$ cat config.mk
export PLATFORM = sky130hd
export DESIGN_NAME = vlfm_monitor
export DESIGN_NICKNAME = d
export VERILOG_FILES = /design/src/rtl/vlfm_pkg.sv /design/src/rtl/vlfm_timer.sv /design/src/rtl/vlfm_monitor.sv
export SDC_FILE = /design/constraint.sdc
export NUM_CORES = 1
export LEC_CHECK = 0
export ABC_AREA = 1
export CAP_MARGIN = 30
export CORE_ASPECT_RATIO = 0.8
export CORE_MARGIN = 2
export CORE_UTILIZATION = 35
export CTS_CLUSTER_DIAMETER = 50
export DETAILED_ROUTE_END_ITERATION = 10
export DONT_BUFFER_PORTS = 1
export PLACE_DENSITY = 0.51
export REMOVE_ABC_BUFFERS = 1
export SLEW_MARGIN = 5
export SYNTH_ARGS = -nofsm -noshare
export SYNTH_HDL_FRONTEND = slang
export SYNTH_SLANG_ARGS = --single-unit
$ cat constraint.sdc
create_clock -name clk_sys -period 8.9 [get_ports clk_sys]
set_input_delay 0.89 -clock clk_sys [delete_from_list [all_inputs] [get_ports clk_sys]]
set_output_delay 0.89 -clock clk_sys [all_outputs]
set_load 0.05 [all_outputs]
$ cat src/rtl/vlfm_pkg.sv
/*
 * Shared constants and types of the output-voltage limit and undervoltage fault monitor.
 * It assumes a 50 MHz system clock and a command engine that decodes host transfers
 * into one-cycle read and write strobes carrying the command code.
 */
// Notes on behaviour
// - Sample above high warning threshold sets output and warning status, asserts alert.
// - A very fast swing into overvoltage may skip the high warning record.
// - Overvoltage retry waits until output falls below the high warning threshold.
// - Thresholds are 16-bit unsigned codes, volts equal code times 2 to -13.
// - Low warning and low fault detection masked while ramping, not good, disabled.
// - Sample below low warning threshold sets output and warning status, asserts alert.
// - Sample below low fault threshold sets output and fault status, asserts alert.
// - Action mode 10 means disable then retry per retry field; others unused.
// - Low fault asserts alert and sets a fault bit kept until clear.
// - Retry field 000 keeps output off after fault until faults are cleared.
// - Retry fields 001 to 111 retry forever until off, bias loss, other fault.
// - Retry spacing is (delay field plus one) times 35 ms from fault or attempt.
// - Each retry still waits the turn-on delay before enabling the output.
// - Thresholds load as 1.08, 0.9 and 0.85 times the strapped setpoint.
// - Low fault action byte loads from the configuration strap at power-up.
package vlfm_pkg;
    localparam logic [7:0] CMD_OV_WARN = 8'h42;
    localparam logic [7:0] CMD_UV_WARN = 8'h43;
    localparam logic [7:0] CMD_UV_FAULT = 8'h44;
    localparam logic [7:0] CMD_UV_ACTION = 8'h45;

    // Threshold codes are volts times 2 to the power 13.
    localparam int LIN_EXPONENT = -13;

    // Strap multipliers in units of 1/1024.
    localparam int SCALE_SHIFT = 10;
    localparam logic [10:0] SCALE_OV_WARN = 11'h452;
    localparam logic [10:0] SCALE_UV_WARN = 11'h39a;
    localparam logic [10:0] SCALE_UV_FAULT = 11'h366;

    localparam int ACT_MODE_HI = 7;
    localparam int ACT_MODE_LO = 6;
    localparam int ACT_RETRY_HI = 5;
    localparam int ACT_RETRY_LO = 3;
    localparam int ACT_DELAY_HI = 2;
    localparam int ACT_DELAY_LO = 0;
    localparam logic [1:0] ACT_MODE_RETRY = 2'h2;
    localparam logic [2:0] ACT_RETRY_NONE = 3'h0;

    localparam int SV_OV_WARN = 6;
    localparam int SV_UV_WARN = 5;
    localparam int SV_UV_FAULT = 4;

    localparam int CLK_HZ = 50_000_000;
    localparam int RETRY_UNIT_MS = 35;
    localparam int RETRY_UNIT_CYCLES = RETRY_UNIT_MS * (CLK_HZ / 1000);
    localparam logic [1:0] STRAP_SETTLE_CYCLES = 2'h2;
    localparam int TIMER_WIDTH = 32;

    typedef struct packed {
        logic [15:0] ov_warn;
        logic [15:0] uv_warn;
        logic [15:0] uv_fault;
        logic [7:0] uv_action;
    } vlfm_limits_t;

    typedef struct packed {
        logic ramping;
        logic output_good_flag;
        logic commanded_on;
        logic bias_ok;
        logic other_shutdown;
    } vlfm_rail_t;

    typedef struct packed {
        logic wr;
        logic rd;
        logic [7:0] code;
        logic [15:0] wdata;
    } vlfm_cmd_t;

    typedef enum logic [1:0] {
        ST_RUN,
        ST_LATCHED,
        ST_WAIT_DELAY,
        ST_TON
    } vlfm_state_t;
endpackage : vlfm_pkg

$ cat src/rtl/vlfm_timer.sv
/*
 * Down-counting delay timer used for retry spacing and the turn-on delay.
 * It assumes start is a one-cycle strobe from logic on the same clock.
 */
`timescale 1ns/100ps
module vlfm_timer #(
    parameter int CW = 32
) (
    // Clock and reset
    input wire logic clk_sys,
    input wire logic reset,
    // Control
    input wire logic start,
    input wire logic [CW-1:0] load,
    // Result
    output logic done_r,
    output logic busy_r
);
    logic [CW-1:0] cnt_r;

    // A zero load still takes one cycle, so done still pulses two cycles after start.
    always_ff @(posedge clk_sys) begin
        if (reset) begin
            cnt_r <= '0;
        end else if (start) begin
            cnt_r <= (load == '0) ? CW'(1) : load;
        end else if (cnt_r != '0) begin
            cnt_r <= cnt_r - CW'(1);
        end
    end

    always_ff @(posedge clk_sys) begin
        if (reset) begin
            done_r <= 1'b0;
            busy_r <= 1'b0;
        end else begin
            done_r <= !start && (cnt_r == CW'(1));
            busy_r <= start || (cnt_r > CW'(1));
        end
    end
endmodule : vlfm_timer

$ cat src/rtl/vlfm_monitor.sv
/*
 * Output-voltage limit monitor with the undervoltage fault response sequencer.
 * It assumes samples, rail state and command strobes come from logic on clk_sys,
 * while the two strap buses are pins and are synchronised here.
 */
`timescale 1ns/100ps
module vlfm_monitor #(
    parameter int RETRY_UNIT = vlfm_pkg::RETRY_UNIT_CYCLES
) (
    // Clock and reset
    input wire logic clk_sys,
    input wire logic reset,
    // Command port
    input wire vlfm_pkg::vlfm_cmd_t cmd,
    input wire logic clear_faults,
    output logic [15:0] rdata_r,
    output logic rvalid_r,
    // Measurement
    input wire logic [15:0] vout_sample,
    input wire logic vout_sample_valid,
    // Rail state
    input wire vlfm_pkg::vlfm_rail_t rail,
    input wire logic [23:0] ton_delay_cycles,
    input wire logic ov_fault_retry_req,
    // Straps
    input wire logic [15:0] setpoint_strap_pin,
    input wire logic [7:0] config_strap_pin,
    // Status and control
    output logic [7:0] status_vout_r,
    output logic status_word_vout_r,
    output logic host_alert_line_out,
    output logic host_alert_line_oe,
    output logic output_allow_r,
    output logic ov_retry_permit_r,
    output logic limits_ready_r
);
    localparam int TW = vlfm_pkg::TIMER_WIDTH;

    function automatic logic [15:0] scale_limit(input logic [15:0] sp, input logic [10:0] k);
        logic [26:0] p;
        p = 27'(sp) * 27'(k);
        scale_limit = p[26] ? 16'hffff : p[25:10];
    endfunction : scale_limit

    function automatic logic [TW-1:0] retry_cycles(input logic [2:0] field);
        retry_cycles = TW'((int'(field) + 1) * RETRY_UNIT);
    endfunction : retry_cycles

    vlfm_pkg::vlfm_limits_t limits_r;
    vlfm_pkg::vlfm_state_t state_r;
    vlfm_pkg::vlfm_state_t state_nxt;
    logic [15:0] sp_s1_r;
    logic [15:0] sp_s2_r;
    logic [7:0] cfg_s1_r;
    logic [7:0] cfg_s2_r;
    logic [1:0] settle_r;
    logic tmr_start;
    logic [TW-1:0] tmr_load;
    logic tmr_done;
    logic uv_unmasked;
    logic ov_warn_evt;
    logic uv_warn_evt;
    logic uv_fault_evt;
    logic stop_cond;
    logic [1:0] act_mode;
    logic [2:0] act_retry;
    logic [2:0] act_delay;
    logic [7:0] evt_bits;

    assign act_mode = limits_r.uv_action[vlfm_pkg::ACT_MODE_HI:vlfm_pkg::ACT_MODE_LO];
    assign act_retry = limits_r.uv_action[vlfm_pkg::ACT_RETRY_HI:vlfm_pkg::ACT_RETRY_LO];
    assign act_delay = limits_r.uv_action[vlfm_pkg::ACT_DELAY_HI:vlfm_pkg::ACT_DELAY_LO];

    // Straps are pins and pass two flip-flops before use.
    always_ff @(posedge clk_sys) begin
        if (reset) begin
            sp_s1_r <= 16'h0;
            sp_s2_r <= 16'h0;
            cfg_s1_r <= 8'h0;
            cfg_s2_r <= 8'h0;
        end else begin
            sp_s1_r <= setpoint_strap_pin;
            sp_s2_r <= sp_s1_r;
            cfg_s1_r <= config_strap_pin;
            cfg_s2_r <= cfg_s1_r;
        end
    end

    always_ff @(posedge clk_sys) begin
        if (reset) begin
            settle_r <= 2'h0;
        end else if (settle_r != vlfm_pkg::STRAP_SETTLE_CYCLES) begin
            settle_r <= settle_r + 2'h1;
        end
    end

    // Limits are loaded once from the straps, then follow host writes.
    always_ff @(posedge clk_sys) begin
        if (reset) begin
            limits_r <= '0;
            limits_ready_r <= 1'b0;
        end else if (!limits_ready_r) begin
            if (settle_r == vlfm_pkg::STRAP_SETTLE_CYCLES) begin
                limits_r.ov_warn <= scale_limit(sp_s2_r, vlfm_pkg::SCALE_OV_WARN);
                limits_r.uv_warn <= scale_limit(sp_s2_r, vlfm_pkg::SCALE_UV_WARN);
                limits_r.uv_fault <= scale_limit(sp_s2_r, vlfm_pkg::SCALE_UV_FAULT);
                limits_r.uv_action <= cfg_s2_r;
                limits_ready_r <= 1'b1;
            end
        end else if (cmd.wr) begin
            // Thresholds are stored as full 16-bit unsigned codes.
            case (cmd.code)
                vlfm_pkg::CMD_OV_WARN: limits_r.ov_warn <= cmd.wdata;
                vlfm_pkg::CMD_UV_WARN: limits_r.uv_warn <= cmd.wdata;
                vlfm_pkg::CMD_UV_FAULT: limits_r.uv_fault <= cmd.wdata;
                vlfm_pkg::CMD_UV_ACTION: limits_r.uv_action <= cmd.wdata[7:0];
                default: limits_r <= limits_r;
            endcase
        end
    end

    always_ff @(posedge clk_sys) begin
        if (reset) begin
            rdata_r <= 16'h0;
            rvalid_r <= 1'b0;
        end else begin
            rvalid_r <= cmd.rd;
            if (cmd.rd) begin
                case (cmd.code)
                    vlfm_pkg::CMD_OV_WARN: rdata_r <= limits_r.ov_warn;
                    vlfm_pkg::CMD_UV_WARN: rdata_r <= limits_r.uv_warn;
                    vlfm_pkg::CMD_UV_FAULT: rdata_r <= limits_r.uv_fault;
                    vlfm_pkg::CMD_UV_ACTION: rdata_r <= {8'h0, limits_r.uv_action};
                    default: rdata_r <= 16'h0;
                endcase
            end
        end
    end

    // Low-side detection only counts while the rail is up and steady.
    assign uv_unmasked = rail.output_good_flag && !rail.ramping && rail.commanded_on
        && output_allow_r && (state_r == vlfm_pkg::ST_RUN);
    // Every sample above the band records the warning; skipping it would also be allowed.
    assign ov_warn_evt = limits_ready_r && vout_sample_valid
        && (vout_sample > limits_r.ov_warn);
    assign uv_warn_evt = limits_ready_r && vout_sample_valid && uv_unmasked
        && (vout_sample < limits_r.uv_warn);
    assign uv_fault_evt = limits_ready_r && vout_sample_valid && uv_unmasked
        && (vout_sample < limits_r.uv_fault);
    assign stop_cond = !rail.commanded_on || !rail.bias_ok || rail.other_shutdown;

    always_comb begin
        evt_bits = 8'h0;
        evt_bits[vlfm_pkg::SV_OV_WARN] = ov_warn_evt;
        evt_bits[vlfm_pkg::SV_UV_WARN] = uv_warn_evt;
        evt_bits[vlfm_pkg::SV_UV_FAULT] = uv_fault_evt;
    end

    // Status bits are sticky; a new event in the clearing cycle wins.
    always_ff @(posedge clk_sys) begin
        if (reset) begin
            status_vout_r <= 8'h0;
            status_word_vout_r <= 1'b0;
            host_alert_line_oe <= 1'b0;
        end else begin
            status_vout_r <= (clear_faults ? 8'h0 : status_vout_r)
                | evt_bits;
            status_word_vout_r <= (status_word_vout_r && !clear_faults)
                || ov_warn_evt || uv_warn_evt || uv_fault_evt;
            host_alert_line_oe <= (host_alert_line_oe && !clear_faults)
                || ov_warn_evt || uv_warn_evt || uv_fault_evt;
        end
    end

    // The alert pin is open drain and only ever pulled low.
    always_ff @(posedge clk_sys) begin
        if (reset) begin
            host_alert_line_out <= 1'b0;
        end else begin
            host_alert_line_out <= 1'b0;
        end
    end

    always_ff @(posedge clk_sys) begin
        if (reset) begin
            ov_retry_permit_r <= 1'b0;
        end else if (!ov_fault_retry_req) begin
            ov_retry_permit_r <= 1'b0;
        end else if (vout_sample_valid) begin
            ov_retry_permit_r <= vout_sample < limits_r.ov_warn;
        end
    end

    always_comb begin
        state_nxt = state_r;
        tmr_start = 1'b0;
        tmr_load = '0;
        case (state_r)
            vlfm_pkg::ST_RUN: begin
                if (uv_fault_evt && (act_mode == vlfm_pkg::ACT_MODE_RETRY)) begin
                    if (act_retry == vlfm_pkg::ACT_RETRY_NONE) begin
                        state_nxt = vlfm_pkg::ST_LATCHED;
                    end else begin
                        state_nxt = vlfm_pkg::ST_WAIT_DELAY;
                        tmr_start = 1'b1;
                        tmr_load = retry_cycles(act_delay);
                    end
                end
            end
            vlfm_pkg::ST_LATCHED: begin
                if (clear_faults) begin
                    state_nxt = vlfm_pkg::ST_RUN;
                end
            end
            vlfm_pkg::ST_WAIT_DELAY: begin
                if (stop_cond) begin
                    state_nxt = vlfm_pkg::ST_RUN;
                end else if (tmr_done) begin
                    state_nxt = vlfm_pkg::ST_TON;
                    tmr_start = 1'b1;
                    tmr_load = TW'(ton_delay_cycles);
                end
            end
            vlfm_pkg::ST_TON: begin
                if (stop_cond || tmr_done) begin
                    state_nxt = vlfm_pkg::ST_RUN;
                end
            end
            default: state_nxt = vlfm_pkg::ST_RUN;
        endcase
    end

    always_ff @(posedge clk_sys) begin
        if (reset) begin
            state_r <= vlfm_pkg::ST_RUN;
        end else begin
            state_r <= state_nxt;
        end
    end

    // The output stays off from the fault until the sequence returns to run.
    always_ff @(posedge clk_sys) begin
        if (reset) begin
            output_allow_r <= 1'b1;
        end else begin
            output_allow_r <= (state_nxt == vlfm_pkg::ST_RUN);
        end
    end

    vlfm_timer #(
        .CW(TW)
    ) u_timer (
        .clk_sys(clk_sys),
        .reset(reset),
        .start(tmr_start),
        .load(tmr_load),
        .done_r(tmr_done),
        .busy_r()
    );

    // Helper logic for the checks below.
    logic [TW-1:0] wait_cnt_r;
    logic [TW-1:0] wait_target_r;
    always_ff @(posedge clk_sys) begin
        if (reset) begin
            wait_cnt_r <= '0;
            wait_target_r <= '0;
        end else if (state_r != vlfm_pkg::ST_WAIT_DELAY) begin
            wait_cnt_r <= '0;
            wait_target_r <= tmr_load;
        end else begin
            wait_cnt_r <= wait_cnt_r + TW'(1);
        end
    end
endmodule : vlfm_monitor

# Word-level counts from Yosys, hierarchy flattened
# Cells that the tools add are included.
# Widths: inputs -> output; s select.
word_totals:
  reg_bits: 171
  input_bits: 100
  word_cells: 120
classes:
  n_lt_le_gt_ge: 4
  n_reduce_logical: 39
  multipliers: 4
  n_mux: 32
  n_bitwise: 2
  n_eq_ne: 16
  add_sub_neg: 3
ops:
  columns: ["op", "n"]
  rows:
  - ["$mux 56", 3]
  - ["$mux 25", 3]
  - ["$mux 16", 4]
  - ["$mux 32", 2]
  - ["$pmux 16 s4", 1]
  - ["$mul 16x9->25 const B", 2]
  - ["$pmux 25 s2", 1]
  - ["$lt 16x16->1", 3]
  - ["$mux 24", 2]
  - ["$eq 32x1->1 const B", 1]
  - ["$eq 8x7->1 const B", 4]
  - ["$logic_not 32->1", 1]
  - ["$reduce_bool 32->1", 1]
  - ["$sub 32x1->32 const B", 1]
  - ["$mul 16x10->26 const B", 1]
  - ["$mul 4x17->21 const B", 1]
  - ["$gt 16x16->1", 1]
  - ["$mux 8", 2]
  - ["$logic_and 1x1->1", 13]
  - ["$mux 2", 6]
  - ["$reduce_and 3->1", 4]
  - ["$logic_or 1x1->1", 9]
  - ["$eq 2x2->1 const B", 4]
  - ["$ne 2x1->1 const B", 4]
  - ["14 further kinds", 26]

# Depth between registers and ports, before layout
# Gate-level depths: netlist of run 1.
depth:
  depth_word: 13
  ltp_mapped: 25
  depth_no_buf: 25

# Cells and area by module
# A second synthesis of run 1 with hierarchy kept.
hier_totals:
  hier_cells: 2801
  area_unflattened_um2: 19203.4
modules_own_cells:
  columns: ["mod", "instances", "area_each_um2", "cells_each"]
  rows:
  - ["vlfm_monitor", 1, 16716.0, 2373]
  - ["vlfm_timer", 1, 2487.4, 428]

# Worst setup path after synthesis of run 1
# Ideal clock, no wire load.
synth_timing:
  path_kind: "register -> register"
  from: "reg limits_r, in the netlist act_delay[0]"
  to: "reg u_timer.cnt_r[0]"
  stages_incl_launch_ff: 24
  n_path_buf: 0
  arrival_time_ps: 4264
  period_less_slack_ps: 4334
  slack_ps: 4566
  cell_sequence: "dfxtp_1 inv_1 nor3_1 inv_1 fa_1 inv_1 fa_1 fa_1 inv_1 nand3_1 nand2_1 nand2_1 nand2_2 nand2_1 nand2_1 xor2_1 nor2_1 nor2_1 nand2_1 nor2_1 nand2_1 nor2_1 nand3_1 a21oi_1"
synth_between:
  elab_chain_len: 8
synth_rtl:
  columns: ["element", "line_no", "text"]
  rows:
  - ["from (decl)", "vlfm_monitor.sv:49", "vlfm_pkg::vlfm_limits_t limits_r;"]
  - ["from (signal assigned)", "vlfm_monitor.sv:117", "default: limits_r <= limits_r;"]
  - ["$add 3x1->4", "vlfm_monitor.sv:46", "retry_cycles = TW'((int'(field) + 1) * RETRY_UNIT);"]
  - ["$mul 4x17->21", "vlfm_monitor.sv:46", null]
  - ["$mux 25", "vlfm_monitor.sv:201", "if (act_retry == vlfm_pkg::ACT_RETRY_NONE) begin"]
  - ["$mux 25", "vlfm_monitor.sv:200", "if (uv_fault_evt && (act_mode == vlfm_pkg::ACT_MODE_RETRY)) begin"]
  - ["$pmux 25 s2", "vlfm_monitor.sv:198", "case (state_r)"]
  - ["$logic_not 32->1", "vlfm_timer.sv:26", "cnt_r <= (load == '0) ? CW'(1) : load;"]
  - ["$mux 25", "vlfm_timer.sv:26", null]
  - ["$mux 32", "vlfm_timer.sv:25", "end else if (start) begin"]
  - ["to (signal assigned)", "vlfm_timer.sv:26", null]
  - ["to (signal assigned)", "vlfm_timer.sv:28", "cnt_r <= cnt_r - CW'(1);"]
  - ["to (decl)", "vlfm_timer.sv:19", "logic [CW-1:0] cnt_r;"]
# Every way passes these cells.
# A chain may end at the register's enable or synchronous reset.

# Worst setup path after layout of run 1
# Ends and elaborated chain as after synthesis.

==> metrics.txt, run 1 <==
# TYPE chip_impl_metric gauge
chip_impl_metric{name="wl_per_cell",unit="um"} 18.5
chip_impl_metric{name="overflow",unit=""} 0
chip_impl_metric{name="mean_instance_size_in_the_synthesized_netlist",unit="um2"} 7.48
chip_impl_metric{name="power_density",unit="nW/um2"} 252
chip_impl_metric{name="setup-violations-final",unit=""} 0
chip_impl_metric{name="max_h_tree_level",unit=""} 4
chip_impl_metric{name="seq_area_frac_synth",unit=""} 0.191
chip_impl_metric{name="post-route-period-util",unit=""} 0.587
chip_impl_metric{name="cts.repair.resized",unit=""} 0
chip_impl_metric{name="final_critical_path_required_period",unit="ps"} 5220
chip_impl_metric{name="start_util",unit=""} 0.352
chip_impl_info{name="type_of_origin_of_the_critical_path",value="flip-flop"} 1
chip_impl_info{name="worst_hold_path_type",value="flip-flop to flip-flop"} 1
chip_impl_metric{name="timing.slew.headroom",unit=""} 0.349
chip_impl_metric{name="largest_net_degree_at_the_start_of_global_routing",unit=""} 76
chip_impl_info{name="timing.critical_path.to_type",value="flip-flop"} 1
chip_impl_info{name="timing_worst_setup_path_type",value="flip-flop to flip-flop"} 1
chip_impl_metric{name="areaGrowthSynthToFinish",unit="%"} 7.66
chip_impl_metric{name="finish.net_count",unit=""} 2795
chip_impl_metric{name="remaining_drc_errors",unit=""} 0
chip_impl_metric{name="first_pass_grt_wire_length",unit="um"} 85700
chip_impl_info{name="rsz0062_at_grt",value="false"} 1
chip_impl_metric{name="finalHoldViolations",unit=""} 0
chip_impl_info{name="reg2reg_to",value="u_timer.cnt_r[0]"} 1
chip_impl_info{name="hold_path.startpoint",value="cfg_s1_r[0]"} 1
chip_impl_metric{name="yosys.area.top_type_share",unit=""} 0.191
chip_impl_metric{name="static_leakage",unit="uW"} 0.00950
chip_impl_metric{name="netlist-cell-type-count",unit=""} 61
chip_impl_metric{name="mapped_cell_area",unit="um2"} 17400
chip_impl_metric{name="grt_pass1_vias",unit=""} 14700
chip_impl_metric{name="postCtsSetupRepairBufs",unit=""} 0
chip_impl_metric{name="place.detailed.hpwl",unit="um"} 46800
chip_impl_metric{name="layout.filler_cells",unit=""} 5115
chip_impl_metric{name="synth_edf_count",unit=""} 0
chip_impl_metric{name="die_w",unit="um"} 253
chip_impl_metric{name="worstPathArrival",unit="ps"} 5640
chip_impl_metric{name="core_area",unit="um2"} 49400
chip_impl_metric{name="antenna_violating_nets_post_route",unit=""} 0
chip_impl_metric{name="timing.critical_path.required",unit="ps"} 9310
chip_impl_metric{name="maximum_clock_path_buffer_count",unit=""} 2
chip_impl_metric{name="globalRouteTotalUtil",unit=""} 0.219
chip_impl_metric{name="synth_cells",unit=""} 2324
chip_impl_metric{name="die_h",unit="um"} 203
chip_impl_metric{name="place_congestion",unit=""} 0.942
chip_impl_metric{name="synthArstFlopShare",unit=""} 0
chip_impl_metric{name="drt_pass1_iterations",unit=""} 6
chip_impl_info{name="timing.hold.worst_endpoint",value="cfg_s2_r[0]"} 1
chip_impl_metric{name="routed_via_density",unit=""} 5.08
chip_impl_info{name="postSynth.topFlopCell",value="sky130_fd_sc_hd__dfxtp_1"} 1
chip_impl_metric{name="clock_latency",unit="ps"} 480
chip_impl_metric{name="clkTransAtPathRegs",unit="ps"} 80
chip_impl_metric{name="cts.sinks",unit=""} 166
chip_impl_metric{name="maxCapViolCount",unit=""} 0
chip_impl_metric{name="setup-tns-final",unit="ps"} 0
chip_impl_metric{name="antenna_found_initial",unit=""} 7
chip_impl_info{name="synth.top_cells.by_area",value="sky130_fd_sc_hd__ha_1 19%, sky130_fd_sc_hd__dfxtp_1 19%, sky130_fd_sc_hd__fa_1 14%"} 1
chip_impl_info{name="clk_root_buffer_cell",value="sky130_fd_sc_hd__clkbuf_16"} 1
chip_impl_metric{name="crit_fanout",unit=""} 8
chip_impl_metric{name="ys.warnings.count",unit=""} 0
chip_impl_metric{name="postSynthRegisterBits",unit=""} 166
chip_impl_metric{name="achievable-frequency",unit="MHz"} 191
chip_impl_metric{name="ctsHoldBuffers",unit=""} 0
chip_impl_metric{name="report.final.slew_viol_count",unit=""} 0
chip_impl_info{name="outcome",value="complete, no violations"} 1
chip_impl_metric{name="initialDrtViolationCount",unit=""} 1203
chip_impl_metric{name="maximum_vdd_ir_drop",unit="mV"} 0.193
chip_impl_metric{name="cts_inserted_buffers",unit=""} 17
chip_impl_metric{name="tightest_slew",unit="ps"} 977
chip_impl_metric{name="setup.reg_to_reg.worst_slack",unit="ps"} 3680
chip_impl_metric{name="num_vias",unit=""} 15200
chip_impl_metric{name="number_of_cells_on_the_worst_reg_to_reg_path",unit=""} 19
chip_impl_metric{name="worst_hold_slack",unit="ps"} 402
chip_impl_metric{name="worst_hold_path.num_cells",unit=""} 2
chip_impl_metric{name="placement.io_buffers",unit=""} 0
chip_impl_metric{name="row_count",unit=""} 73
chip_impl_metric{name="floorplan.die_area",unit="um2"} 51500
chip_impl_info{name="cts_tree",value="yes"} 1
chip_impl_metric{name="num_io_pins",unit=""} 131
chip_impl_metric{name="post_route_cells_drive_above_1_share",unit=""} 0.0466
chip_impl_metric{name="totalWireLength",unit="um"} 55400
chip_impl_info{name="rr_startpoint",value="act_delay[0]"} 1
chip_impl_info{name="netlist.top_cell.by_area",value="sky130_fd_sc_hd__ha_1"} 1
chip_impl_metric{name="finClkSkew",unit="ps"} 16.0
per-stage QoR:
step           setup WS [ps]  total power [uW]  utilization  instance area [um2]  cells
2_1_floorplan           4560              3060            -                17200   2276
6_report                3680              4720        0.379                18700   2993
5_1_grt                 3100              5120        0.379                18700   2992
4_1_cts                 3730              4680        0.379                18700   2992
3_3_place_gp            3850              3860        0.366                18100   2958
3_5_place_dp            3770              3860        0.366                18100   2960
critical path, cell delays in order (launching register included):
cell and delay (ps):
sky130_fd_sc_hd__dfxtp_1 630, sky130_fd_sc_hd__inv_1 330, sky130_fd_sc_hd__nor3_1 640, sky130_fd_sc_hd__ha_1 290, sky130_fd_sc_hd__inv_1 60, sky130_fd_sc_hd__fa_1 630, sky130_fd_sc_hd__inv_1 100, sky130_fd_sc_hd__ha_1 370
sky130_fd_sc_hd__nand2_1 140, sky130_fd_sc_hd__inv_1 100, sky130_fd_sc_hd__nand2_1 90, sky130_fd_sc_hd__nor4_1 580, sky130_fd_sc_hd__nand3_1 360, sky130_fd_sc_hd__nand3_1 180, sky130_fd_sc_hd__nand2_1 60, sky130_fd_sc_hd__nand3b_1 170
sky130_fd_sc_hd__nand3_1 100, sky130_fd_sc_hd__nor2_1 100, sky130_fd_sc_hd__nand3_1 90, sky130_fd_sc_hd__a21oi_1 120
final cells by class:
class	count	area [um2]	area share
Antenna cell	1	2.50	0.000134
Clock buffer	17	425	0.0227
Clock inverter	15	199	0.0106
Inverter	459	1720	0.0920
Multi-Input combinational cell	1651	12100	0.648
Sequential cell	166	3320	0.178
Tap cell	675	845	0.0451
Timing Repair Buffer	9	72.6	0.00388
cells in the final DEF (no fill, tap or decap), drive strengths merged, types with 3 or more instances in the layout:
cell	instances
and3	3
a21oi	161
o22ai	18
nand2	334
nand4	27
a21o	9
o211ai	8
dfxtp	166
ha	266
xnor2	16
a21boi	3
clkbuf	17
o21a	5
o31ai	4
nor3	29
fa	125
clkinv	10
o21bai	7
nand3b	3
inv	464
buf	9
a211oi	4
conb	6
o21ai	158
a31oi	59
nor4	13
xor2	33
and2	3
nor2	248
nand3	84
or2	12
kinds of logic (layout without fill, tap and decap cells):
family,Yosys count,count (layout),share of synthesized area
buffers and inverters,512,500,0.113
DFF,166,166,0.191
and+or+nand+nor,759,759,0.193
AOI/OAI and AO/OA,446,446,0.143
adders and majority gates,391,391,0.335
other,1,7,0.000216
xor gates and xnor gates,49,49,0.0247
how the worst max path moves through the flow:
| stage | startpoint | endpoint | depth (start not counted) |
|---|---|---|---|
| finish | act_delay[0] | u_timer.cnt_r[0] | 19 |
| global route | act_delay[0] | u_timer.cnt_r[0] | 23 |
| CTS | act_delay[0] | u_timer.cnt_r[0] | 23 |
| detailed placement | act_delay[0] | u_timer.cnt_r[0] | 23 |
| global placement | sp_s2_r[7] | limits_r[14] | 18 |
| floorplan | act_delay[0] | u_timer.cnt_r[0] | 23 |
metal layers:
| metal | GRT usage | share of wire |
|---|---|---|
| met3 | 0.0601 | 0.084 |
| met1 | 0.348 | 0.53 |
| met4 | 0.0393 | 0.010 |
| met2 | 0.289 | 0.38 |
| met5 | 0 | 0.00098 |
power breakdown:
group          switching [uW]  leakage (uW)  internal [uW]  total (uW)
Clock                     404      0.000301            386         790
Sequential                191       0.00136            934        1130
Combinational            1850       0.00784            955        2800
Yosys cell counts (25+ instances only):
cell type and instances:
sky130_fd_sc_hd__a21oi_1 156, sky130_fd_sc_hd__a31oi_1 59, sky130_fd_sc_hd__clkbuf_1 31, sky130_fd_sc_hd__dfxtp_1 166, sky130_fd_sc_hd__fa_1 125, sky130_fd_sc_hd__ha_1 266
sky130_fd_sc_hd__inv_1 440, sky130_fd_sc_hd__nand2_1 326, sky130_fd_sc_hd__nand3_1 83, sky130_fd_sc_hd__nand4_1 25, sky130_fd_sc_hd__nor2_1 234, sky130_fd_sc_hd__nor3_1 27
sky130_fd_sc_hd__o21ai_0 103, sky130_fd_sc_hd__o21ai_1 55, sky130_fd_sc_hd__xor2_1 33
registers in the layout, summed over array words and instances, names as in the netlist, 2 cells and up:
register,count
act_retry,3
settle_r,2
sp_s1_r,16
cfg_s2_r,8
act_mode,2
sp_s2_r,16
rdata_r,16
limits_r,48
state_r,2
cfg_s1_r,8
u_timer.cnt_r,32
act_delay,3
status_vout_r,3
Power figures use the tool's default switching activity.
==> inputs of run 2 (changes only) <==
--- a/config.mk
+++ b/config.mk
@@ -5,7 +5,7 @@
 export SDC_FILE = /design/constraint.sdc
 export NUM_CORES = 1
 export LEC_CHECK = 0
-export ABC_AREA = 1
+export ABC_AREA = 0
 export CAP_MARGIN = 30
 export CORE_ASPECT_RATIO = 0.8
 export CORE_MARGIN = 2
==> constraint.sdc (replaced) <==
create_clock -name clk_sys -period 5.2 [get_ports clk_sys]
set_input_delay 0.52 -clock clk_sys [delete_from_list [all_inputs] [get_ports clk_sys]]
set_output_delay 0.52 -clock clk_sys [all_outputs]
set_load 0.05 [all_outputs]
==> run 2 against run 1 <==
Sequential share of layout area increased by 1.3 points. Cell area decreased by 6.7%. Largest power group unchanged. Hold slack got worse by 240 ps. Die area decreased by 8.0%. Register-to-register slack got worse by 3400 ps. Non-clock buffer count increased by 35. Setup slack got worse by 3400 ps. Total power increased by 38%. Final cell count decreased by 19%. Clock-buffer cell count unchanged.
==> metrics.txt, run 2 <==
# TYPE chip_impl_metric gauge
chip_impl_metric{name="die_h",unit="um"} 195
chip_impl_metric{name="switching_share",unit=""} 0.456
chip_impl_metric{name="maxCapViolCount",unit=""} 0
chip_impl_metric{name="worstPathArrival",unit="ps"} 5340
chip_impl_metric{name="wl_per_cell",unit="um"} 18.4
chip_impl_metric{name="seq_area_frac_synth",unit=""} 0.208
chip_impl_metric{name="initialDrtViolationCount",unit=""} 799
chip_impl_info{name="timing.critical_path.to_type",value="flip-flop"} 1
chip_impl_metric{name="cts_inserted_buffers",unit=""} 17
chip_impl_metric{name="grt_pass1_vias",unit=""} 12400
chip_impl_metric{name="mean_instance_size_in_the_synthesized_netlist",unit="um2"} 8.90
chip_impl_metric{name="report.final.slew_viol_count",unit=""} 0
chip_impl_metric{name="first_pass_grt_wire_length",unit="um"} 70400
chip_impl_metric{name="final_critical_path_required_period",unit="ps"} 4920
chip_impl_metric{name="ctsHoldBuffers",unit=""} 0
chip_impl_metric{name="timing.slew.headroom",unit=""} 0.396
chip_impl_metric{name="yosys.area.top_type_share",unit=""} 0.208
chip_impl_metric{name="postSynthRegisterBits",unit=""} 166
chip_impl_metric{name="power_report.internal_total",unit="uW"} 3540
chip_impl_metric{name="place_congestion",unit=""} 0.869
chip_impl_info{name="final_common_cell",value="sky130_fd_sc_hd__ha_1"} 1
chip_impl_metric{name="synth_edf_count",unit=""} 0
chip_impl_metric{name="post-route-period-util",unit=""} 0.947
chip_impl_metric{name="cts.sinks",unit=""} 166
chip_impl_metric{name="finalHoldViolations",unit=""} 0
chip_impl_info{name="worst_hold_path_type",value="input port to flip-flop"} 1
chip_impl_metric{name="routed_via_density",unit=""} 5.13
chip_impl_metric{name="static_leakage",unit="uW"} 0.00830
chip_impl_metric{name="areaGrowthSynthToFinish",unit="%"} 9.37
chip_impl_info{name="registers.top_by_ff_count",value="limits_r"} 1
chip_impl_metric{name="finish.net_count",unit=""} 2293
chip_impl_info{name="largest_registers",value="limits_r: 48 flops, u_timer.cnt_r: 32 flops"} 1
chip_impl_metric{name="die_w",unit="um"} 243
chip_impl_metric{name="clkTransAtPathRegs",unit="ps"} 80
chip_impl_metric{name="num_io_pins",unit=""} 131
chip_impl_metric{name="layout.filler_cells",unit=""} 4626
chip_impl_info{name="synth.top_cells.by_area",value="sky130_fd_sc_hd__ha_1 21%, sky130_fd_sc_hd__dfxtp_1 21%, sky130_fd_sc_hd__fa_1 16%"} 1
chip_impl_metric{name="clock_latency",unit="ps"} 470
chip_impl_metric{name="timing.critical_path.required",unit="ps"} 5610
chip_impl_metric{name="mapped_cell_area",unit="um2"} 16000
chip_impl_metric{name="synthArstFlopShare",unit=""} 0
chip_impl_info{name="clk_root_buffer_cell",value="sky130_fd_sc_hd__clkbuf_16"} 1
chip_impl_metric{name="ys.warnings.count",unit=""} 0
chip_impl_metric{name="final_design_area_no_fill",unit="um2"} 17500
chip_impl_metric{name="placement.io_buffers",unit=""} 0
chip_impl_metric{name="setup-violations-final",unit=""} 0
chip_impl_metric{name="power_density",unit="nW/um2"} 372
chip_impl_metric{name="max_h_tree_level",unit=""} 4
chip_impl_metric{name="achievable-frequency",unit="MHz"} 203
chip_impl_metric{name="largest_net_degree_at_the_start_of_global_routing",unit=""} 141
chip_impl_info{name="type_of_origin_of_the_critical_path",value="flip-flop"} 1
chip_impl_metric{name="drt_pass1_iterations",unit=""} 5
chip_impl_metric{name="maximum_clock_path_buffer_count",unit=""} 2
chip_impl_metric{name="crit_fanout",unit=""} 7
chip_impl_metric{name="power.share.sequential",unit=""} 0.275
chip_impl_metric{name="start_util",unit=""} 0.357
chip_impl_metric{name="tightest_slew",unit="ps"} 905
chip_impl_metric{name="dpl_cell_area",unit="um2"} 16800
chip_impl_metric{name="antenna_found_initial",unit=""} 1
chip_impl_metric{name="final_util",unit=""} 0.391
chip_impl_metric{name="floorplan.die_area",unit="um2"} 47400
chip_impl_metric{name="power.switching",unit="uW"} 2970
chip_impl_info{name="timing_worst_setup_path_type",value="flip-flop to flip-flop"} 1
chip_impl_metric{name="worst_hold_slack",unit="ps"} 159
chip_impl_metric{name="finClkSkew",unit="ps"} 18.8
chip_impl_metric{name="synth_cells",unit=""} 1794
chip_impl_metric{name="antenna_violating_nets_post_route",unit=""} 0
chip_impl_metric{name="core_area",unit="um2"} 44700
chip_impl_info{name="netlist.top_cell.by_area",value="sky130_fd_sc_hd__ha_1"} 1
chip_impl_info{name="outcome",value="complete, no violations"} 1
chip_impl_metric{name="maximum_vdd_ir_drop",unit="mV"} 0.258
chip_impl_metric{name="num_vias",unit=""} 12400
chip_impl_metric{name="p_clk_frac",unit=""} 0.198
chip_impl_info{name="synth.cells.most_frequent",value="266 x sky130_fd_sc_hd__ha_1, 252 x sky130_fd_sc_hd__inv_1, 166 x sky130_fd_sc_hd__dfxtp_1"} 1
chip_impl_info{name="postSynth.topFlopCell",value="sky130_fd_sc_hd__dfxtp_1"} 1
chip_impl_metric{name="setup-tns-final",unit="ps"} 0
chip_impl_metric{name="globalRouteTotalUtil",unit=""} 0.191
chip_impl_metric{name="remaining_drc_errors",unit=""} 0
chip_impl_metric{name="totalWireLength",unit="um"} 44600
chip_impl_metric{name="power_frac_comb",unit=""} 0.528
chip_impl_info{name="synth_most_common_cell",value="sky130_fd_sc_hd__ha_1"} 1
chip_impl_metric{name="row_count",unit=""} 69
chip_impl_metric{name="post_route_cells_drive_above_1_share",unit=""} 0.0562
chip_impl_metric{name="largest_reg_flops",unit=""} 48
chip_impl_info{name="most-common-layout-cells",value="265 x sky130_fd_sc_hd__ha_1, 251 x sky130_fd_sc_hd__inv_1, 162 x sky130_fd_sc_hd__dfxtp_1"} 1
chip_impl_metric{name="overflow",unit=""} 0
chip_impl_metric{name="place.detailed.hpwl",unit="um"} 36500
chip_impl_info{name="cts_tree",value="yes"} 1
chip_impl_metric{name="netlist-cell-type-count",unit=""} 75
run 2: stage by stage:
stage               power [uW]  instances  setup slack (ps)
floorplan                 4210       1739               499
global placement          5100       2381               191
detailed placement        5170       2383               125
CTS                       6510       2415               114
global route              7070       2419             -19.6
finish                    6500       2419               277
run 2: cell type report:
cell class                 instances  area, um2  area share
clock buffer                      17        425      0.0243
antenna                            1       2.50    0.000143
inverter                         253        950      0.0544
multi-input combinational       1320      11500       0.658
clock inverter                    15        153     0.00874
sequential                       166       3330       0.191
tap                              603        754      0.0432
timing repair buffer              44        365      0.0209
run 2: critical path: stages (launching register included):
cell and delay, ps:
sky130_fd_sc_hd__dfxtp_1 480, sky130_fd_sc_hd__ha_1 240, sky130_fd_sc_hd__xor2_2 230, sky130_fd_sc_hd__inv_1 170, sky130_fd_sc_hd__fa_1 650, sky130_fd_sc_hd__inv_1 80
sky130_fd_sc_hd__fa_1 480, sky130_fd_sc_hd__fa_1 510, sky130_fd_sc_hd__nor2b_1 200, sky130_fd_sc_hd__o31a_2 190, sky130_fd_sc_hd__a21oi_1 80, sky130_fd_sc_hd__or4_1 510
sky130_fd_sc_hd__or4b_1 470, sky130_fd_sc_hd__a21bo_1 210, sky130_fd_sc_hd__nor4_2 180, sky130_fd_sc_hd__a41o_1 200
run 2: repair_timing:
action,CTS,global route
setup buffers,0,0
gates resized for setup,0,7
setup endpoints to repair,0,8
run 2: cell families after synthesis:
logic type	Yosys count	share of synthesized area
compound gates	390	0.157
xor+xnor	86	0.0471
fa+ha+maj	391	0.365
buf+inv	313	0.0757
flops	166	0.208
mux	11	0.00721
other cells	1	0.000235
simple gates	436	0.140
run 2: worst paths after layout:
kind | from | to | slack (ps) | cells past startpoint
worst min-delay path | reset | sp_s1_r[7] | 160 | 1
worst max-delay path | act_delay[0] | u_timer.cnt_r[0] | 280 | 15
worst min register to register | sp_s1_r[15] | sp_s2_r[15] | 440 | 1
worst max register to register | act_delay[0] | u_timer.cnt_r[0] | 280 | 15
run 2: power by group through the flow:
stage | sequential [uW] | combinational, uW | clock (uW)
finish | 1790 | 3430 | 1290
CTS | 1780 | 3400 | 1330
floorplan | 1760 | 2440 | 0
global route | 1810 | 3880 | 1380
detailed placement | 1800 | 3370 | 0
global placement | 1800 | 3290 | 0
run 2: metal layers:
metal,track usage,up-vias,share of wire
li1,-,6162,-
met3,0.0360,35,0.054
met4,0.0441,0,0.015
met5,0,-,0
met2,0.284,289,0.42
met1,0.284,5929,0.51
==> inputs of run 3 (changes only) <==
--- a/config.mk
+++ b/config.mk
@@ -14,6 +14,7 @@
 export DETAILED_ROUTE_END_ITERATION = 10
 export DONT_BUFFER_PORTS = 1
 export PLACE_DENSITY = 0.51
+export RECOVER_POWER = 50
 export REMOVE_ABC_BUFFERS = 1
 export SLEW_MARGIN = 5
 export SYNTH_ARGS = -nofsm -noshare
==> run 3 against run 2 <==
The flow now finishes with violations (capacitance limit, slew limit). Combinational power is essentially flat. Routed wire length is essentially flat. Final cell count is the same. Via count shrank 0.31%. Hold slack gained 2.2 ps. Total power shrank 0.15%. Clock skew grew 2.2 ps. Fmax shrank 0.19%. Critical path depth is the same. Sequential power is essentially flat. Sequential cell count is the same. Non-clock buffer count is the same. Highest routed layer unchanged.
==> metrics.txt, run 3 (synthesis gave the netlist of run 2 again) <==
# TYPE chip_impl_metric gauge
chip_impl_info{name="outcome",value="complete, but fails checks"} 1
chip_impl_info{name="violated_checks",value="capacitance limit, slew limit"} 1
chip_impl_metric{name="crit_fanout",unit=""} 7
chip_impl_metric{name="worstPathArrival",unit="ps"} 5340
chip_impl_metric{name="maxCapViolCount",unit=""} 1
chip_impl_metric{name="grt_pass1_vias",unit=""} 12400
chip_impl_info{name="registers.top_by_ff_count",value="limits_r"} 1
chip_impl_metric{name="start_util",unit=""} 0.357
chip_impl_info{name="hold_path.startpoint",value="reset"} 1
chip_impl_info{name="rr_startpoint",value="act_delay[0]"} 1
chip_impl_metric{name="finish.net_count",unit=""} 2293
chip_impl_metric{name="maximum_vdd_ir_drop",unit="mV"} 0.256
chip_impl_metric{name="finalHoldViolations",unit=""} 0
chip_impl_metric{name="dpl_cell_area",unit="um2"} 16800
chip_impl_metric{name="max_stage_delay",unit="ps"} 650
chip_impl_metric{name="globalRouteTotalUtil",unit=""} 0.191
chip_impl_metric{name="post_route_cells_drive_above_1_share",unit=""} 0.0551
chip_impl_metric{name="power_density",unit="nW/um2"} 372
chip_impl_info{name="cts_tree",value="yes"} 1
chip_impl_metric{name="remaining_drc_errors",unit=""} 0
chip_impl_metric{name="routed_via_density",unit=""} 5.12
chip_impl_metric{name="totalWireLength",unit="um"} 44600
chip_impl_metric{name="clock_latency",unit="ps"} 470
chip_impl_metric{name="worst_hold_slack",unit="ps"} 161
chip_impl_metric{name="num_io_pins",unit=""} 131
chip_impl_metric{name="largest_reg_flops",unit=""} 48
chip_impl_metric{name="die_h",unit="um"} 195
chip_impl_metric{name="setup-violations-final",unit=""} 0
chip_impl_metric{name="place_congestion",unit=""} 0.869
chip_impl_metric{name="setup.reg_to_reg.worst_slack",unit="ps"} 270
chip_impl_metric{name="wl_per_cell",unit="um"} 18.4
chip_impl_metric{name="maximum_clock_path_buffer_count",unit=""} 2
chip_impl_info{name="clk_root_buffer_cell",value="sky130_fd_sc_hd__clkbuf_16"} 1
chip_impl_metric{name="static_leakage",unit="uW"} 0.00829
chip_impl_metric{name="post-route-period-util",unit=""} 0.949
chip_impl_info{name="timing.critical_path.to_type",value="flip-flop"} 1
chip_impl_metric{name="finClkSkew",unit="ps"} 21.0
chip_impl_metric{name="worst_hold_path.num_cells",unit=""} 1
chip_impl_metric{name="number_of_cells_on_the_worst_reg_to_reg_path",unit=""} 15
chip_impl_metric{name="multiInputGateArea",unit="um2"} 11500
chip_impl_metric{name="tightest_slew",unit="ps"} 1870
chip_impl_info{name="critical_path.cell_chain",value="ha_1 -> xor2_2 -> inv_1 -> fa_1 -> inv_1 -> fa_1 -> fa_1 -> nor2b_1 -> o31a_2 -> a21oi_1 -> or4_1 -> or4b_1 -> a21bo_1 -> nor4_2 -> a41o_1"} 1
chip_impl_metric{name="max_h_tree_level",unit=""} 4
chip_impl_info{name="worst_hold_path_type",value="input port to flip-flop"} 1
chip_impl_info{name="timing_worst_setup_path_type",value="flip-flop to flip-flop"} 1
chip_impl_metric{name="layout.filler_cells",unit=""} 4632
chip_impl_metric{name="final_util",unit=""} 0.390
chip_impl_metric{name="drt_pass1_iterations",unit=""} 5
chip_impl_info{name="crit_top_cell",value="sky130_fd_sc_hd__fa_1"} 1
chip_impl_metric{name="initialDrtViolationCount",unit=""} 813
chip_impl_info{name="most-common-layout-cells",value="265 x sky130_fd_sc_hd__ha_1, 251 x sky130_fd_sc_hd__inv_1, 162 x sky130_fd_sc_hd__dfxtp_1"} 1
chip_impl_info{name="crit_slowest_cell",value="sky130_fd_sc_hd__fa_1"} 1
chip_impl_metric{name="areaGrowthSynthToFinish",unit="%"} 9.17
chip_impl_metric{name="ctsHoldBuffers",unit=""} 0
chip_impl_metric{name="placement.io_buffers",unit=""} 0
chip_impl_info{name="final_common_cell",value="sky130_fd_sc_hd__ha_1"} 1
chip_impl_metric{name="core_area",unit="um2"} 44700
chip_impl_metric{name="numPlacedInstances",unit=""} 2383
chip_impl_metric{name="timing.critical_path.required",unit="ps"} 5610
chip_impl_info{name="largest_registers",value="limits_r: 48 flops, u_timer.cnt_r: 32 flops"} 1
chip_impl_metric{name="timing.slew.headroom",unit=""} -0.250
chip_impl_metric{name="cts_inserted_buffers",unit=""} 17
chip_impl_info{name="type_of_origin_of_the_critical_path",value="flip-flop"} 1
chip_impl_metric{name="row_count",unit=""} 69
chip_impl_metric{name="final_design_area_no_fill",unit="um2"} 17400
chip_impl_metric{name="cts.sinks",unit=""} 166
chip_impl_metric{name="setup-tns-final",unit="ps"} 0
chip_impl_metric{name="cp_num_buf_inv",unit=""} 2
chip_impl_metric{name="sequential_cell_area_in_the_final_layout",unit="um2"} 3330
chip_impl_metric{name="largest_net_degree_at_the_start_of_global_routing",unit=""} 141
chip_impl_metric{name="antenna_violating_nets_post_route",unit=""} 0
chip_impl_metric{name="overflow",unit=""} 0
chip_impl_info{name="reg2reg_to",value="u_timer.cnt_r[0]"} 1
chip_impl_info{name="timing.hold.worst_endpoint",value="sp_s1_r[7]"} 1
chip_impl_metric{name="layoutNonFillerInstCount",unit=""} 2419
chip_impl_info{name="critical_path.top_delay_family",value="adder cells"} 1
chip_impl_metric{name="clkTransAtPathRegs",unit="ps"} 80
chip_impl_metric{name="report.final.slew_viol_count",unit=""} 83
chip_impl_metric{name="antenna_found_initial",unit=""} 1
chip_impl_metric{name="final_critical_path_required_period",unit="ps"} 4930
chip_impl_metric{name="floorplan.die_area",unit="um2"} 47400
chip_impl_metric{name="num_vias",unit=""} 12400
chip_impl_metric{name="die_w",unit="um"} 243
chip_impl_metric{name="first_pass_grt_wire_length",unit="um"} 70400
chip_impl_metric{name="place.detailed.hpwl",unit="um"} 36500
chip_impl_metric{name="achievable-frequency",unit="MHz"} 203
==> run 3: power by group <==
part           leakage [uW]  switching (uW)  internal [uW]
sequential          0.00136             264           1520
combinational       0.00665            2060           1370
clock              0.000275             647            640
==> run 3: through the flow <==
stage | total power [uW] | setup slack (ps)
6_report | 6500 | 267
5_1_grt | 7060 | -19.6
4_1_cts | 6510 | 114
3_5_place_dp | 5170 | 125
3_3_place_gp | 5100 | 191
2_1_floorplan | 4210 | 499
==> run 3: worst max path at each step <==
stage	slack, ps	cells past startpoint	start	endpoint
floorplan	500	14	sp_s2_r[6]	limits_r[38]
detailed placement	120	14	sp_s2_r[6]	limits_r[38]
global route	-20	15	sp_s2_r[5]	limits_r[38]
finish	270	15	act_delay[0]	u_timer.cnt_r[0]
global placement	190	18	sp_s2_r[6]	limits_r[55]
CTS	110	14	sp_s2_r[6]	limits_r[38]
==> run 3: layout make-up <==
type / instances / area share
clock inverters: 15 / 0.00875
flip-flops and latches: 166 / 0.191
repair buffers: 44 / 0.0194
well taps: 603 / 0.0433
inverters: 253 / 0.0545
multi-input cells: 1320 / 0.659
clock buffers: 17 / 0.0244
diodes: 1 / 0.000143
==> run 3: repair_timing <==
item / in CTS / in global routing
buffers inserted: 0 / 0
endpoints found under the setup margin: 0 / 8
gates resized for setup: 0 / 7
==> run 3: layer usage <==
layer,wire length [um],GRT usage,part of all wire
met1,22800,0.284,0.51
met2,18900,0.284,0.42
met3,2200,0.0360,0.049
met4,662,0.0441,0.015
met5,0,0,0
